File: config.mk
export PLATFORM = sky130hd
export DESIGN_NAME = rpph_top
export DESIGN_NICKNAME = d
export VERILOG_FILES = /design/src/hw/rpph_pkg.sv /design/src/hw/rpph_uart_if.sv /design/src/hw/rpph_uart.sv /design/src/hw/rpph_top.sv
export VERILOG_INCLUDE_DIRS = /design/src /design/src/hw
export SDC_FILE = /design/constraint.sdc
export NUM_CORES = 1
export LEC_CHECK = 0
export ABC_AREA = 1
export BUFFER_PORTS_ARGS = -buffer_cell sky130_fd_sc_hd__buf_2
export CAP_MARGIN = 15
export CORE_ASPECT_RATIO = 1.4
export CORE_MARGIN = 1.5
export CORE_UTILIZATION = 55
export CTS_CLUSTER_DIAMETER = 150
export DETAILED_ROUTE_END_ITERATION = 16
export PLACE_DENSITY_LB_ADDON = 0.25
export SYNTH_ARGS = -nofsm -noshare
export SYNTH_HDL_FRONTEND = slang
export SYNTH_HIERARCHICAL = 1
export SYNTH_SLANG_ARGS = --single-unit
File: constraint.sdc
create_clock -name CORE_CLK -period 66.4 [get_ports CORE_CLK]
set_input_delay 6.64 -clock CORE_CLK [delete_from_list [all_inputs] [get_ports CORE_CLK]]
set_output_delay 6.64 -clock CORE_CLK [all_outputs]
set_load 0.02 [all_outputs]
File: src/hw/rpph_defs.svh
/*
  constants for the payload serial port block: clock, rates, selects,
  command codes and reset values. assumes nothing; included by bare name.
*/
`ifndef RPPH_DEFS_SVH
`define RPPH_DEFS_SVH

`define RPPH_CLK_PERIOD_NS 100
`define RPPH_NS_PER_SEC 1000000000
`define RPPH_CLK_HZ (`RPPH_NS_PER_SEC / `RPPH_CLK_PERIOD_NS)

`define RPPH_RATE_300 300
`define RPPH_RATE_1200 1200
`define RPPH_RATE_2400 2400
`define RPPH_RATE_4800 4800
`define RPPH_RATE_9600 9600
`define RPPH_RATE_19200 19200
`define RPPH_RATE_38400 38400
`define RPPH_RATE_57600 57600
`define RPPH_RATE_115200 115200

`define RPPH_BSEL_300 4'h0
`define RPPH_BSEL_1200 4'h1
`define RPPH_BSEL_2400 4'h2
`define RPPH_BSEL_4800 4'h3
`define RPPH_BSEL_9600 4'h4
`define RPPH_BSEL_19200 4'h5
`define RPPH_BSEL_38400 4'h6
`define RPPH_BSEL_57600 4'h7
`define RPPH_BSEL_115200 4'h8
`define RPPH_BSEL_RST `RPPH_BSEL_9600

`define RPPH_CMD_BAUD 3'h0
`define RPPH_CMD_CTS 3'h1
`define RPPH_CMD_DEVICE 3'h2
`define RPPH_CMD_ALARM 3'h3
`define RPPH_CMD_KEY 3'h4
`define RPPH_CMD_DKEY 3'h5
`define RPPH_CMD_ALMLVL 3'h6

`define RPPH_CTS_DLY_RST 8'h00
// pin sync reset {txd, sleep_n, rts}: idle levels, so reset fakes no request
`define RPPH_PIN_RST 3'h6
`define RPPH_MODE_DCE 1'b0
`define RPPH_MODE_CTSKEY 1'b1
`define RPPH_ALM_ACT_RST 1'b0
`define RPPH_DATA_BITS 4'h8
`define RPPH_FRAME_BITS 4'h9

`endif

File: src/hw/rpph_pkg.sv
/*
  types shared by the payload serial port modules.
  assumes rpph_defs.svh is compiled alongside.
*/
package rpph_pkg;
  typedef enum logic [1:0] {CS_IDLE, CS_WAIT, CS_CLEAR} rpph_cts_e;
  typedef enum logic [1:0] {US_IDLE, US_START, US_DATA, US_STOP} rpph_ust_e;
  typedef logic [7:0] rpph_byte_t;
endpackage

File: src/hw/rpph_uart_if.sv
/*
  carrier between the port control and its serialiser.
  assumes one clock domain; ser_in already synchronised by the core.
*/
`timescale 1ns/1ps
`default_nettype none
interface rpph_uart_if #(parameter int DIV_W = 16);
  logic [DIV_W-1:0] div;
  logic tx_valid;
  logic [7:0] tx_data;
  logic tx_ready;
  logic rx_valid;
  logic [7:0] rx_data;
  logic rx_ferr;
  logic ser_out;
  logic ser_in;
  modport core (output div, output tx_valid, output tx_data, input tx_ready,
    input rx_valid, input rx_data, input rx_ferr, input ser_out, output ser_in);
  modport uart (input div, input tx_valid, input tx_data, output tx_ready,
    output rx_valid, output rx_data, output rx_ferr, output ser_out, input ser_in);
endinterface
`default_nettype wire

File: src/hw/rpph_uart.sv
/*
  8n1 asynchronous serialiser and deserialiser, bit time set by div cycles.
  assumes ser_in is already synchronised and tx_valid only while tx_ready.
*/
`timescale 1ns/1ps
`default_nettype none
`include "rpph_defs.svh"
module rpph_uart
  import rpph_pkg::*;
#(
  parameter int DIV_W = 16
) (
  input wire logic CORE_CLK,
  input wire logic RESETN,
  rpph_uart_if.uart u
);
  rpph_ust_e tst_ff, nxt_tst, rst_ff, nxt_rst;
  logic [DIV_W-1:0] tcnt_ff, nxt_tcnt, rcnt_ff, nxt_rcnt;
  logic [3:0] tbit_ff, nxt_tbit, rbit_ff, nxt_rbit;
  logic [7:0] tsh_ff, nxt_tsh, rsh_ff, nxt_rsh;
  logic out_ff, nxt_out, rv_ff, nxt_rv, fe_ff, nxt_fe;

  assign u.tx_ready = (tst_ff == US_IDLE);
  assign u.ser_out = out_ff;
  assign u.rx_valid = rv_ff;
  assign u.rx_data = rsh_ff;
  assign u.rx_ferr = fe_ff;

  // transmit: start bit, eight data lsb first, stop; line idles at mark
  always_comb begin
    nxt_tst = tst_ff;
    nxt_tcnt = tcnt_ff;
    nxt_tbit = tbit_ff;
    nxt_tsh = tsh_ff;
    nxt_out = out_ff;
    unique case (tst_ff)
      US_IDLE: begin
        nxt_out = 1'b1;
        if (u.tx_valid) begin
          nxt_tsh = u.tx_data;
          nxt_out = 1'b0;
          nxt_tcnt = '0;
          nxt_tbit = '0;
          nxt_tst = US_DATA;
        end
      end
      US_DATA, US_STOP, US_START: begin
        nxt_tcnt = tcnt_ff + 1'b1;
        if (tcnt_ff >= u.div - 1'b1) begin
          nxt_tcnt = '0;
          nxt_tbit = tbit_ff + 4'h1;
          if (tbit_ff == `RPPH_DATA_BITS) begin
            nxt_out = 1'b1;
            nxt_tst = US_STOP;
          end else begin
            nxt_out = tsh_ff[0];
            nxt_tsh = {1'b1, tsh_ff[7:1]};
          end
          if (tst_ff == US_STOP) begin
            nxt_tst = US_IDLE;
          end
        end
      end
    endcase
  end

  // receive: centre-sample each bit; bad stop bit flags a rate mismatch
  always_comb begin
    nxt_rst = rst_ff;
    nxt_rcnt = rcnt_ff + 1'b1;
    nxt_rbit = rbit_ff;
    nxt_rsh = rsh_ff;
    nxt_rv = 1'b0;
    nxt_fe = 1'b0;
    unique case (rst_ff)
      US_IDLE: begin
        nxt_rcnt = '0;
        if (!u.ser_in) begin
          nxt_rst = US_START;
        end
      end
      US_START: begin
        if (rcnt_ff >= (u.div >> 1)) begin
          nxt_rcnt = '0;
          nxt_rbit = '0;
          nxt_rst = u.ser_in ? US_IDLE : US_DATA;
        end
      end
      US_DATA: begin
        if (rcnt_ff >= u.div - 1'b1) begin
          nxt_rcnt = '0;
          nxt_rsh = {u.ser_in, rsh_ff[7:1]};
          nxt_rbit = rbit_ff + 4'h1;
          if (rbit_ff == `RPPH_DATA_BITS - 4'h1) begin
            nxt_rst = US_STOP;
          end
        end
      end
      US_STOP: begin
        if (rcnt_ff >= u.div - 1'b1) begin
          nxt_rv = u.ser_in;
          nxt_fe = !u.ser_in;
          nxt_rst = US_IDLE;
        end
      end
    endcase
  end

  always_ff @(posedge CORE_CLK) begin
    if (!RESETN) begin
      tst_ff <= US_IDLE;
      rst_ff <= US_IDLE;
      tcnt_ff <= '0;
      rcnt_ff <= '0;
      tbit_ff <= '0;
      rbit_ff <= '0;
      tsh_ff <= '0;
      rsh_ff <= '0;
      out_ff <= 1'b1;
      rv_ff <= 1'b0;
      fe_ff <= 1'b0;
    end else begin
      tst_ff <= nxt_tst;
      rst_ff <= nxt_rst;
      tcnt_ff <= nxt_tcnt;
      rcnt_ff <= nxt_rcnt;
      tbit_ff <= nxt_tbit;
      rbit_ff <= nxt_rbit;
      tsh_ff <= nxt_tsh;
      rsh_ff <= nxt_rsh;
      out_ff <= nxt_out;
      rv_ff <= nxt_rv;
      fe_ff <= nxt_fe;
    end
  end
endmodule
`default_nettype wire

File: src/hw/rpph_top.sv
/*
  payload serial port of a telemetry radio, DCE side: data, carrier detect,
  alarm, request/clear-to-send keying, sleep and a small command port.
  assumes the radio modem and alarm sources run on CORE_CLK; pins are async.
*/
// Behaviour
// - nine selectable rates, 300 to 115200
// - asynchronous character framing only
// - port fixed in DCE role
// - carrier detect low while radio receives
// - radio data serialised onto receive-data output
// - grounded sleep input enters low power
// - alarm output space on alarm, configurable
// - request-to-send keys the transmitter
// - DCE: clear-to-send after programmed delay
// - CTS key: clear-to-send on radio data
// - alarm conditions recorded, readable by command
// - tolerance and rate mismatch are minor alarms
// - hardware failures are separate major alarms
// - command without argument queries or acts
// - command with argument sets the value
// - clear-to-send delay zero to 255 seconds
`timescale 1ns/1ps
`default_nettype none
`include "rpph_defs.svh"
module rpph_top
  import rpph_pkg::*;
#(
  parameter int TICKS_PER_SEC = `RPPH_CLK_HZ,
  parameter int DIV_W = 16
) (
  input wire logic CORE_CLK,
  input wire logic RESETN,
  input wire logic TXD,
  input wire logic RTS,
  input wire logic SLEEP_N,
  output logic RXD,
  output logic DCD_N,
  output logic CTS,
  output logic ALARM,
  input wire logic RADIO_CARRIER,
  input wire logic RADIO_RX_VALID,
  input wire logic [7:0] RADIO_RX_DATA,
  output logic RADIO_RX_READY,
  output logic TX_KEY,
  output logic TX_DATA_VALID,
  output logic [7:0] TX_DATA,
  output logic LOW_POWER,
  input wire logic [6:0] MINOR_COND,
  input wire logic [7:0] MAJOR_COND,
  output logic MINOR_ALARM,
  output logic MAJOR_ALARM,
  input wire logic MGMT_CMD_VALID,
  input wire logic [2:0] MGMT_CMD,
  input wire logic MGMT_HAS_ARG,
  input wire logic [15:0] MGMT_ARG,
  output logic MGMT_RSP_VALID,
  output logic MGMT_RSP_ERR,
  output logic [15:0] MGMT_RSP_DATA
);
  localparam int SUB_W = $clog2(TICKS_PER_SEC + 1);

  function automatic logic [DIV_W-1:0] rate_div(input logic [3:0] sel);
    int rate;
    rate = `RPPH_RATE_9600;
    unique case (sel)
      `RPPH_BSEL_300: rate = `RPPH_RATE_300;
      `RPPH_BSEL_1200: rate = `RPPH_RATE_1200;
      `RPPH_BSEL_2400: rate = `RPPH_RATE_2400;
      `RPPH_BSEL_4800: rate = `RPPH_RATE_4800;
      `RPPH_BSEL_9600: rate = `RPPH_RATE_9600;
      `RPPH_BSEL_19200: rate = `RPPH_RATE_19200;
      `RPPH_BSEL_38400: rate = `RPPH_RATE_38400;
      `RPPH_BSEL_57600: rate = `RPPH_RATE_57600;
      `RPPH_BSEL_115200: rate = `RPPH_RATE_115200;
      default: rate = `RPPH_RATE_9600;
    endcase
    return DIV_W'(`RPPH_CLK_HZ / rate);
  endfunction

  rpph_uart_if #(.DIV_W(DIV_W)) u ();

  rpph_uart #(.DIV_W(DIV_W)) u_ser (
    .CORE_CLK(CORE_CLK),
    .RESETN(RESETN),
    .u(u.uart)
  );

  // pin synchronisers; first stage read only by the second
  logic [2:0] pin_a_ff, pin_b_ff;
  always_ff @(posedge CORE_CLK) begin
    if (!RESETN) begin
      pin_a_ff <= `RPPH_PIN_RST;
      pin_b_ff <= `RPPH_PIN_RST;
    end else begin
      pin_a_ff <= {TXD, SLEEP_N, RTS};
      pin_b_ff <= pin_a_ff;
    end
  end
  logic rts_s, sleep_s;
  assign rts_s = pin_b_ff[0];
  assign sleep_s = !pin_b_ff[1];
  assign u.ser_in = pin_b_ff[2];

  // settings held behind the command port
  logic [3:0] bsel_ff, nxt_bsel;
  logic [7:0] ctsdly_ff, nxt_ctsdly;
  logic mode_ff, nxt_mode;
  logic almact_ff, nxt_almact;
  logic tkey_ff, nxt_tkey;
  logic [15:0] evt_ff, nxt_evt;
  logic mism_ff, nxt_mism;
  logic rv_ff, nxt_rv, rerr_ff, nxt_rerr;
  logic [15:0] rdat_ff, nxt_rdat;
  logic [15:0] evt_now;

  assign u.div = rate_div(bsel_ff);
  assign evt_now = {MAJOR_COND, MINOR_COND, u.rx_ferr};

  always_comb begin
    nxt_bsel = bsel_ff;
    nxt_ctsdly = ctsdly_ff;
    nxt_mode = mode_ff;
    nxt_almact = almact_ff;
    nxt_tkey = tkey_ff;
    nxt_rv = MGMT_CMD_VALID;
    nxt_rerr = 1'b0;
    nxt_rdat = '0;
    nxt_evt = evt_ff;
    nxt_mism = mism_ff;
    if (MGMT_CMD_VALID) begin
      unique case (MGMT_CMD)
        `RPPH_CMD_BAUD: begin
          if (MGMT_HAS_ARG && MGMT_ARG[3:0] <= `RPPH_BSEL_115200 && MGMT_ARG[15:4] == '0) begin
            nxt_bsel = MGMT_ARG[3:0];
          end else if (MGMT_HAS_ARG) begin
            nxt_rerr = 1'b1;
          end
          nxt_rdat = {12'h000, nxt_bsel};
        end
        `RPPH_CMD_CTS: begin
          if (MGMT_HAS_ARG && MGMT_ARG[15:8] == '0) begin
            nxt_ctsdly = MGMT_ARG[7:0];
          end else if (MGMT_HAS_ARG) begin
            nxt_rerr = 1'b1;
          end
          nxt_rdat = {8'h00, nxt_ctsdly};
        end
        `RPPH_CMD_DEVICE: begin
          if (MGMT_HAS_ARG) begin
            nxt_mode = MGMT_ARG[0];
          end
          nxt_rdat = {15'h0000, nxt_mode};
        end
        `RPPH_CMD_ALARM: begin
          // read clears the record; a condition present now is kept
          nxt_rdat = evt_ff;
          nxt_evt = '0;
          nxt_mism = 1'b0;
          nxt_rerr = MGMT_HAS_ARG;
        end
        `RPPH_CMD_KEY: begin
          nxt_tkey = 1'b1;
          nxt_rerr = MGMT_HAS_ARG;
        end
        `RPPH_CMD_DKEY: begin
          nxt_tkey = 1'b0;
          nxt_rerr = MGMT_HAS_ARG;
        end
        `RPPH_CMD_ALMLVL: begin
          if (MGMT_HAS_ARG) begin
            nxt_almact = MGMT_ARG[0];
          end
          nxt_rdat = {15'h0000, nxt_almact};
        end
        default: begin
          nxt_rerr = 1'b1;
        end
      endcase
    end
    nxt_evt = nxt_evt | evt_now;
    nxt_mism = nxt_mism | u.rx_ferr;
  end

  always_ff @(posedge CORE_CLK) begin
    if (!RESETN) begin
      bsel_ff <= `RPPH_BSEL_RST;
      ctsdly_ff <= `RPPH_CTS_DLY_RST;
      mode_ff <= `RPPH_MODE_DCE;
      almact_ff <= `RPPH_ALM_ACT_RST;
      tkey_ff <= 1'b0;
      evt_ff <= '0;
      mism_ff <= 1'b0;
      rv_ff <= 1'b0;
      rerr_ff <= 1'b0;
      rdat_ff <= '0;
    end else begin
      bsel_ff <= nxt_bsel;
      ctsdly_ff <= nxt_ctsdly;
      mode_ff <= nxt_mode;
      almact_ff <= nxt_almact;
      tkey_ff <= nxt_tkey;
      evt_ff <= nxt_evt;
      mism_ff <= nxt_mism;
      rv_ff <= nxt_rv;
      rerr_ff <= nxt_rerr;
      rdat_ff <= nxt_rdat;
    end
  end

  // radio to equipment: one-byte holding slot ahead of the serialiser
  logic pend_ff, nxt_pend, rdy_ff, nxt_rdy;
  logic [7:0] hold_ff, nxt_hold;
  logic push;
  assign push = pend_ff && u.tx_ready;
  assign u.tx_valid = push;
  assign u.tx_data = hold_ff;

  always_comb begin
    nxt_pend = pend_ff && !push;
    nxt_hold = hold_ff;
    if (RADIO_RX_VALID && rdy_ff) begin
      nxt_pend = 1'b1;
      nxt_hold = RADIO_RX_DATA;
    end
    // sleeping holds off new radio bytes
    nxt_rdy = !nxt_pend && !sleep_s;
  end

  // clear-to-send sequencing
  rpph_cts_e cst_ff, nxt_cst;
  logic [SUB_W-1:0] sub_ff, nxt_sub;
  logic [7:0] sec_ff, nxt_sec;
  logic cts_ff, nxt_cts, key_ff, nxt_key;

  always_comb begin
    nxt_cst = cst_ff;
    nxt_sub = '0;
    nxt_sec = sec_ff;
    unique case (cst_ff)
      CS_IDLE: begin
        nxt_sec = '0;
        if (rts_s && !sleep_s && mode_ff == `RPPH_MODE_DCE) begin
          nxt_cst = (ctsdly_ff == '0) ? CS_CLEAR : CS_WAIT;
        end
      end
      CS_WAIT: begin
        nxt_sub = sub_ff + 1'b1;
        if (sub_ff == SUB_W'(TICKS_PER_SEC - 1)) begin
          nxt_sub = '0;
          nxt_sec = sec_ff + 8'h01;
          if (sec_ff + 8'h01 == ctsdly_ff) begin
            nxt_cst = CS_CLEAR;
          end
        end
      end
      CS_CLEAR: begin
        nxt_cst = CS_CLEAR;
      end
    endcase
    if (!rts_s || sleep_s || mode_ff != `RPPH_MODE_DCE) begin
      nxt_cst = CS_IDLE;
    end
    if (mode_ff == `RPPH_MODE_CTSKEY) begin
      // keys the next radio for as long as radio data is in flight
      nxt_cts = RADIO_CARRIER || nxt_pend || pend_ff || !u.tx_ready;
    end else begin
      nxt_cts = (nxt_cst == CS_CLEAR);
    end
    nxt_key = (rts_s || tkey_ff) && !sleep_s;
  end

  logic dcd_ff, alm_ff, mina_ff, maja_ff, lp_ff, tv_ff;
  logic [7:0] td_ff;
  logic minor_any, major_any;
  assign minor_any = (|MINOR_COND) || mism_ff;
  assign major_any = |MAJOR_COND;

  always_ff @(posedge CORE_CLK) begin
    if (!RESETN) begin
      pend_ff <= 1'b0;
      hold_ff <= '0;
      rdy_ff <= 1'b0;
      cst_ff <= CS_IDLE;
      sub_ff <= '0;
      sec_ff <= '0;
      cts_ff <= 1'b0;
      key_ff <= 1'b0;
      dcd_ff <= 1'b1;
      alm_ff <= 1'b1;
      mina_ff <= 1'b0;
      maja_ff <= 1'b0;
      lp_ff <= 1'b0;
      tv_ff <= 1'b0;
      td_ff <= '0;
    end else begin
      pend_ff <= nxt_pend;
      hold_ff <= nxt_hold;
      rdy_ff <= nxt_rdy;
      cst_ff <= nxt_cst;
      sub_ff <= nxt_sub;
      sec_ff <= nxt_sec;
      cts_ff <= nxt_cts;
      key_ff <= nxt_key;
      dcd_ff <= !RADIO_CARRIER;
      alm_ff <= (minor_any || major_any) ? almact_ff : !almact_ff;
      mina_ff <= minor_any;
      maja_ff <= major_any;
      lp_ff <= sleep_s;
      tv_ff <= u.rx_valid;
      td_ff <= u.rx_valid ? u.rx_data : td_ff;
    end
  end

  // outputs are DCE-direction only; no terminal-role pinout exists
  assign RXD = u.ser_out;
  assign DCD_N = dcd_ff;
  assign CTS = cts_ff;
  assign ALARM = alm_ff;
  assign RADIO_RX_READY = rdy_ff;
  assign TX_KEY = key_ff;
  assign TX_DATA_VALID = tv_ff;
  assign TX_DATA = td_ff;
  assign LOW_POWER = lp_ff;
  assign MINOR_ALARM = mina_ff;
  assign MAJOR_ALARM = maja_ff;
  assign MGMT_RSP_VALID = rv_ff;
  assign MGMT_RSP_ERR = rerr_ff;
  assign MGMT_RSP_DATA = rdat_ff;
endmodule
`default_nettype wire

==> results of run 1 <==
-- critical path: cells and delay by family (launching register included) --
family          cells  cell delay [ns]
fa+ha+maj          29             9.63
xor+xnor            2             0.42
mux                 1             0.33
simple gates      189            23.75
buf+inv            57             6.94
flops               1             0.33
compound gates    107            18.44
-- what timing repair did --
| item | 4_1_cts | 5_1_grt |
|---|---|---|
| hold buffers | 0 | 0 |
| setup endpoints to repair | 0 | 63 |
| resized for setup | 0 | 46 |
| buffers inserted | 0 | 11 |
-- registers in the layout, indices dropped and copies added, names as in the netlist, 2 cells and up, named ones only --
signal,count
u_ser/tst_ff,2
TX_DATA,8
bsel_ff,4
u_ser/tbit_ff,4
sec_ff,8
u_ser/rcnt_ff,16
hold_ff,8
cst_ff,2
pin_b_ff,3
ctsdly_ff,8
u_ser/rbit_ff,4
MGMT_RSP_DATA,16
pin_a_ff,3
evt_ff,16
u_ser/u.rx_data,8
sub_ff,24
u_ser/tsh_ff,8
u_ser/tcnt_ff,16
-- cell type report --
class / count / area [um^2]
Clock buffer: 17 / 425
Clock inverter: 15 / 231
Timing Repair Buffer: 117 / 687
Timing Repair inverter: 2 / 12.5
Fill cell: 5567 / 22800
Multi-Input combinational cell: 4055 / 24000
Sequential cell: 193 / 3870
Tap cell: 728 / 911
Inverter: 694 / 2650
-- per-stage QoR --
stage / setup TNS (ns) / hold slack [ns] / cells / util [%]
after CTS: 0 / 0.424 / 5802 / 58.4
final: 0 / 0.425 / 5821 / 59.0
after floorplan: 0 / 0.390 / 5027 / -
after global routing: -0.939 / 0.429 / 5821 / 59.0
after global placement: 0 / 0.396 / 5770 / 57.2
after detailed placement: 0 / 0.406 / 5770 / 57.2
-- logic make-up after synthesis --
logic type | count (synthesis) | synth area share [%]
mux | 1 | 0.0323
simple gates | 2472 | 37.5
compound gates | 933 | 16.8
fa+ha+maj | 355 | 14.4
other cells | 1 | 0.0121
buf+inv | 785 | 10.6
flops | 193 | 12.5
xor+xnor | 286 | 8.09
-- routing by layer --
metal	track usage, %	up-vias	share of wire (%)
li1	-	16700	-
met1	31.6	14700	39
met2	56.3	876	50
met3	2.92	327	3.9
met4	20.6	0	7.4
met5	0	-	0
-- worst paths after layout --
check / end / slack (ns) / depth (start not counted)
setup / recovery: u_ser/tsh_ff[3] / 6.22 / 385
hold / removal: pin_b_ff[2] / 0.42 / 1
setup reg to reg: u_ser/tsh_ff[3] / 6.22 / 385
hold reg to reg: pin_b_ff[2] / 0.42 / 1
-- layout by cell type, fill, tap and decap left out, types with 55 or more instances in the layout --
cell type	n
nor2_1	454
dfxtp_1	192
nand2_2	94
inv_1	633
o21ai_0	334
a21oi_1	363
nand4_1	86
or2_2	55
ha_1	354
nand2_1	1220
buf_2	86
nand3_1	289
xnor2_1	123
xor2_1	162
==> results.toml, run 1 <==
[place]
dp_hpwl_mm = 71.1
pre_cts_ws_ns = 2.43
placed_area_um2 = 31800
numPortBuffers = 86
place_congestion = 0.996

[synthesis]
yosys-top-cells-area = "nand2_1, ha_1, dfxtp_1"
synth_common_cells = "nand2_1, inv_1, nor2_1, a21oi_1, ha_1"
async_flop_share_pct = 0
synth_most_common_cell = "nand2_1"
ys_warn_count = 6
seq_area_frac_synth_pct = 12.5
yosysTopAreaCell = "nand2_1"
synthCells = 5026
synth_flop_cell = "dfxtp_1"
synthDistinctLibCells = 86
synth_top_area_share_pct = 14.8
synth-seq-cells = 193
synth_edf_count = 0
avgSynthCellArea_um2 = 6.16
syn_area_um2 = 30900

[clock_tree]
clockBufferDepth = 2
clkTransAtPathRegs_ns = 0.08
cts_tree = "yes"
root_buffer = "clkbuf_16"
cts_max_level = 4
cts_buffers = 17
cts_sinks = 193
clock_latency_ns = 0.47

[finish]
nNetsFinal = 5486
final_cell_area_um2 = 32700
drive_above_1_share_pct = 10.8
syn_to_final_growth_pct = 5.80
diodes = 0

[drt]
ant_nets = 0
routed-via-count = 32600
drt_iter0_drc = 1752
wirelength_mm = 90.7
drc_errors = 0
firstDrtPassIters = 5
via_per_inst = 5.59
wl_per_cell_um = 15.6

[timing]
fmax_mhz = 16.6
fin_crit_sh_pct = 90.6
fin_skew_ns = 0.0116
setup_viol = 0
hold_viol_final = 0
drv_slew = 0
slew_headroom_pct = 31.2
tightest_slew_ns = 1.02
fin_ws_ns = 6.22
min_period_ns = 60.18

[floorplan]
dieArea_um2 = 57700
die_w_um = 203
start_util_pct = 55.7
fp.dieH_um = 284
io_pins = 87
core-area_um2 = 55500
fp-row-count = 102

[setup_path]
critPathMaxStageDelay_ns = 0.48
arrival_ns = 60.54
cpMostUsedCell = "nand2_1"
end_kind = "flip-flop"
crit_slowest_cell = "ha_1"
critical_path_class = "flip-flop to flip-flop"
cp-start-kind = "flip-flop"
crit_required_ns = 66.76
crit_fanout = 33

[grt]
grt_max_degree = 61
first_global_vias = 30900
grt-ovfl-total = 0
antenna_found_initial = 0
grt_pass1_wl_mm = 144
gr-usage-all-layers_pct = 30.2

[hold_path]
min-delay-start = "pin_a_ff[2]"
hold_path.class = "flip-flop to flip-flop"

[run_status]
status = "finished clean"

[job]
cap_viol_max_count = 0
Power of run 1 is not shown: default switching activity piles up to over one toggle a cycle in this logic, so the estimate is an artifact.
==> run 2, diff against run 1 <==
--- a/config.mk
+++ b/config.mk
@@ -6,7 +6,6 @@
 export SDC_FILE = /design/constraint.sdc
 export NUM_CORES = 1
 export LEC_CHECK = 0
-export ABC_AREA = 1
 export BUFFER_PORTS_ARGS = -buffer_cell sky130_fd_sc_hd__buf_2
 export CAP_MARGIN = 15
 export CORE_ASPECT_RATIO = 1.4
==> run 2 against run 1 <==
Critical path depth decreased by 8. Critical endpoint is now u_ser/tcnt_ff[13]. Setup slack worse by 4.8 ns. Synthesized cell count shrank 17%. Maximum frequency shrank 7.4%. First-iteration DRC count rose by 38%. Wire length rose by 15%.
==> results.toml, run 2 <==
[floorplan]
die_w_um = 201
dieArea_um2 = 56400
start_util_pct = 55.6
io_pins = 87
fp-row-count = 101
fp.dieH_um = 280
core-area_um2 = 54300

[pwr]
vdd_drop_max_v = 0.000166
p_per_area_nw_per_um2 = 58.1
leakage_nw = 16.8

[finish]
multi_input_area_um2 = 28300
diodes = 0
largest_reg_flops = 24
drive_above_1_share_pct = 26.0
top_register = "sub_ff"
final_cell_count_no_fill = 5335
fill_cells = 4255
regArea_um2 = 3870
layout_common_cells = "nor2_1, buf_4, nand2_1"
fin_util_pct = 70.9
syn_to_final_growth_pct = 27.4
mostFrequentLayoutCell = "nor2_1"
nNetsFinal = 5007

[setup_path]
cp-start-kind = "flip-flop"
critical_path_class = "flip-flop to flip-flop"
arrival_ns = 65.31
cpMostUsedCell = "o21ai_2"
critPathMaxStageDelay_ns = 0.60
crit_slowest_cell = "buf_4"
crit_required_ns = 66.75
end_kind = "flip-flop"
crit_fanout = 26

[timing]
hold_viol_final = 0
min_period_ns = 64.96
fin_crit_sh_pct = 97.8
whs_ns = 0.418
fin_ws_ns = 1.44
slew_headroom_pct = 26.2
setup_viol = 0
rsz0062_at_grt = "yes"
fmax_mhz = 15.4
drv_slew = 0
fin_skew_ns = 0.0222
setup_tns_ns = 0
tightest_slew_ns = 1.10

[drt]
routed-via-count = 34300
via_per_inst = 6.43
drc_errors = 0
wirelength_mm = 104
wl_per_cell_um = 19.5
firstDrtPassIters = 6
ant_nets = 0
drt_iter0_drc = 2414

[synthesis]
syn_area_um2 = 30200
synth_flop_cell = "dfxtp_1"
seq_area_frac_synth_pct = 12.8
synthDistinctLibCells = 130
async_flop_share_pct = 0
synth_top_area_share_pct = 14.6
synth_common_cells = "nor2_1, nand2_1, a21oi_1, ha_1, o21ai_0"
yosys-top-cells-area = "ha_1, dfxtp_1, a21oi_1"
synth_edf_count = 0
synth-seq-cells = 193
synthCells = 4177
avgSynthCellArea_um2 = 7.24
ys_warn_count = 6
yosysTopAreaCell = "ha_1"
synth_most_common_cell = "nor2_1"

[grt]
grt_pass1_wl_mm = 154
first_global_vias = 32000
antenna_found_initial = 0
gr-usage-all-layers_pct = 32.7
grt_max_degree = 65
grt-ovfl-total = 0

[clock_tree]
root_buffer = "clkbuf_16"
cts_sinks = 193
cts_tree = "yes"
clock_latency_ns = 0.47
cts_max_level = 4
cts_buffers = 17
clkTransAtPathRegs_ns = 0.10
clockBufferDepth = 2

[job]
cap_viol_max_count = 0

[place]
place_congestion = 0.983
pre_cts_ws_ns = -1.94
dp.cells = 5067
numPortBuffers = 86
dp_hpwl_mm = 72.2

[run_status]
status = "finished clean"

[hold_path]
hold_path.class = "flip-flop to flip-flop"
==> run 2: cell count changes after synthesis, moves of 68 or more <==
cell	previous run	this run
nand2_1	1222	372
inv_1	637	190
nand3_1	289	118
o21ai_0	347	240
nand2b_1	0	102
nand2_2	94	3
o21a_1	16	104
a21o_1	22	109
mux2i_1	1	77
nor3_1	46	114
==> run 2: critical path, delay by kind of cell (launching register included) <==
family                     cells  cell delay, ns
buffers and inverters         36            5.07
muxes                          7            1.92
DFF                            1            0.34
AOI/OAI and AO/OA            185           32.33
xor gates and xnor gates       4            0.56
and+or+nand+nor              117           16.86
adders and majority gates     28            7.66
==> run 2: cells by family after synthesis <==
group | share of synthesized area, %
xor+xnor | 7.05
simple gates | 26.5
flops | 12.8
buf+inv | 4.32
compound gates | 29.5
other cells | 0.0124
fa+ha+maj | 14.7
mux | 5.14
==> run 2: metal layers <==
layer / up-vias / routed length (um) / track usage [%]
met3: 561 / 5740 / 3.75
met1: 16000 / 38800 / 34.8
met2: 1447 / 51500 / 61.3
met4: 0 / 7840 / 19.9
li1: 16300 / - / -
met5: - / 0 / 0
==> run 2: stage by stage <==
| step | power [mW] | area (um^2) |
|---|---|---|
| floorplan | 1.50 | 31200 |
| global placement | 1.79 | 33300 |
| detailed placement | 1.81 | 33300 |
| CTS | 1.97 | 34800 |
| global route | 2.44 | 38500 |
| finish | 2.24 | 38500 |
==> run 2: where the power goes <==
part | switching (mW) | leakage (nW) | internal [mW]
logic | 1.14 | 14.9 | 0.863
registers | 0.00426 | 1.57 | 0.121
clock network | 0.0597 | 0.317 | 0.0540
==> run 2: area by class of cell <==
cell class / instances / share of cell area (%)
Multi-Input combinational cell: 3656 / 73.3
Timing Repair Buffer: 532 / 10.5
Sequential cell: 193 / 10.1
Tap cell: 721 / 2.34
Inverter: 201 / 2.04
Clock buffer: 17 / 1.10
Clock inverter: 15 / 0.607
==> run 2: final timing paths <==
path              cells past startpoint  slack (ns)   startpoint                end
setup / recovery                    377        1.44    flip-flop  u_ser/tcnt_ff[13]
hold / removal                        1        0.42  pin_a_ff[2]        pin_b_ff[2]
setup reg to reg                    377        1.44    flip-flop  u_ser/tcnt_ff[13]
hold reg to reg                       1        0.42  pin_a_ff[2]        pin_b_ff[2]
==> run 2: timing repair <==
action / CTS / global route
gates resized for setup: 73 / 499
pin swaps: 45 / 356
setup endpoints to repair: 63 / 63
setup buffers: 52 / 176
hold buffers: 0 / 0
cloned: 3 / 5
Power figures use the tool's default switching activity.
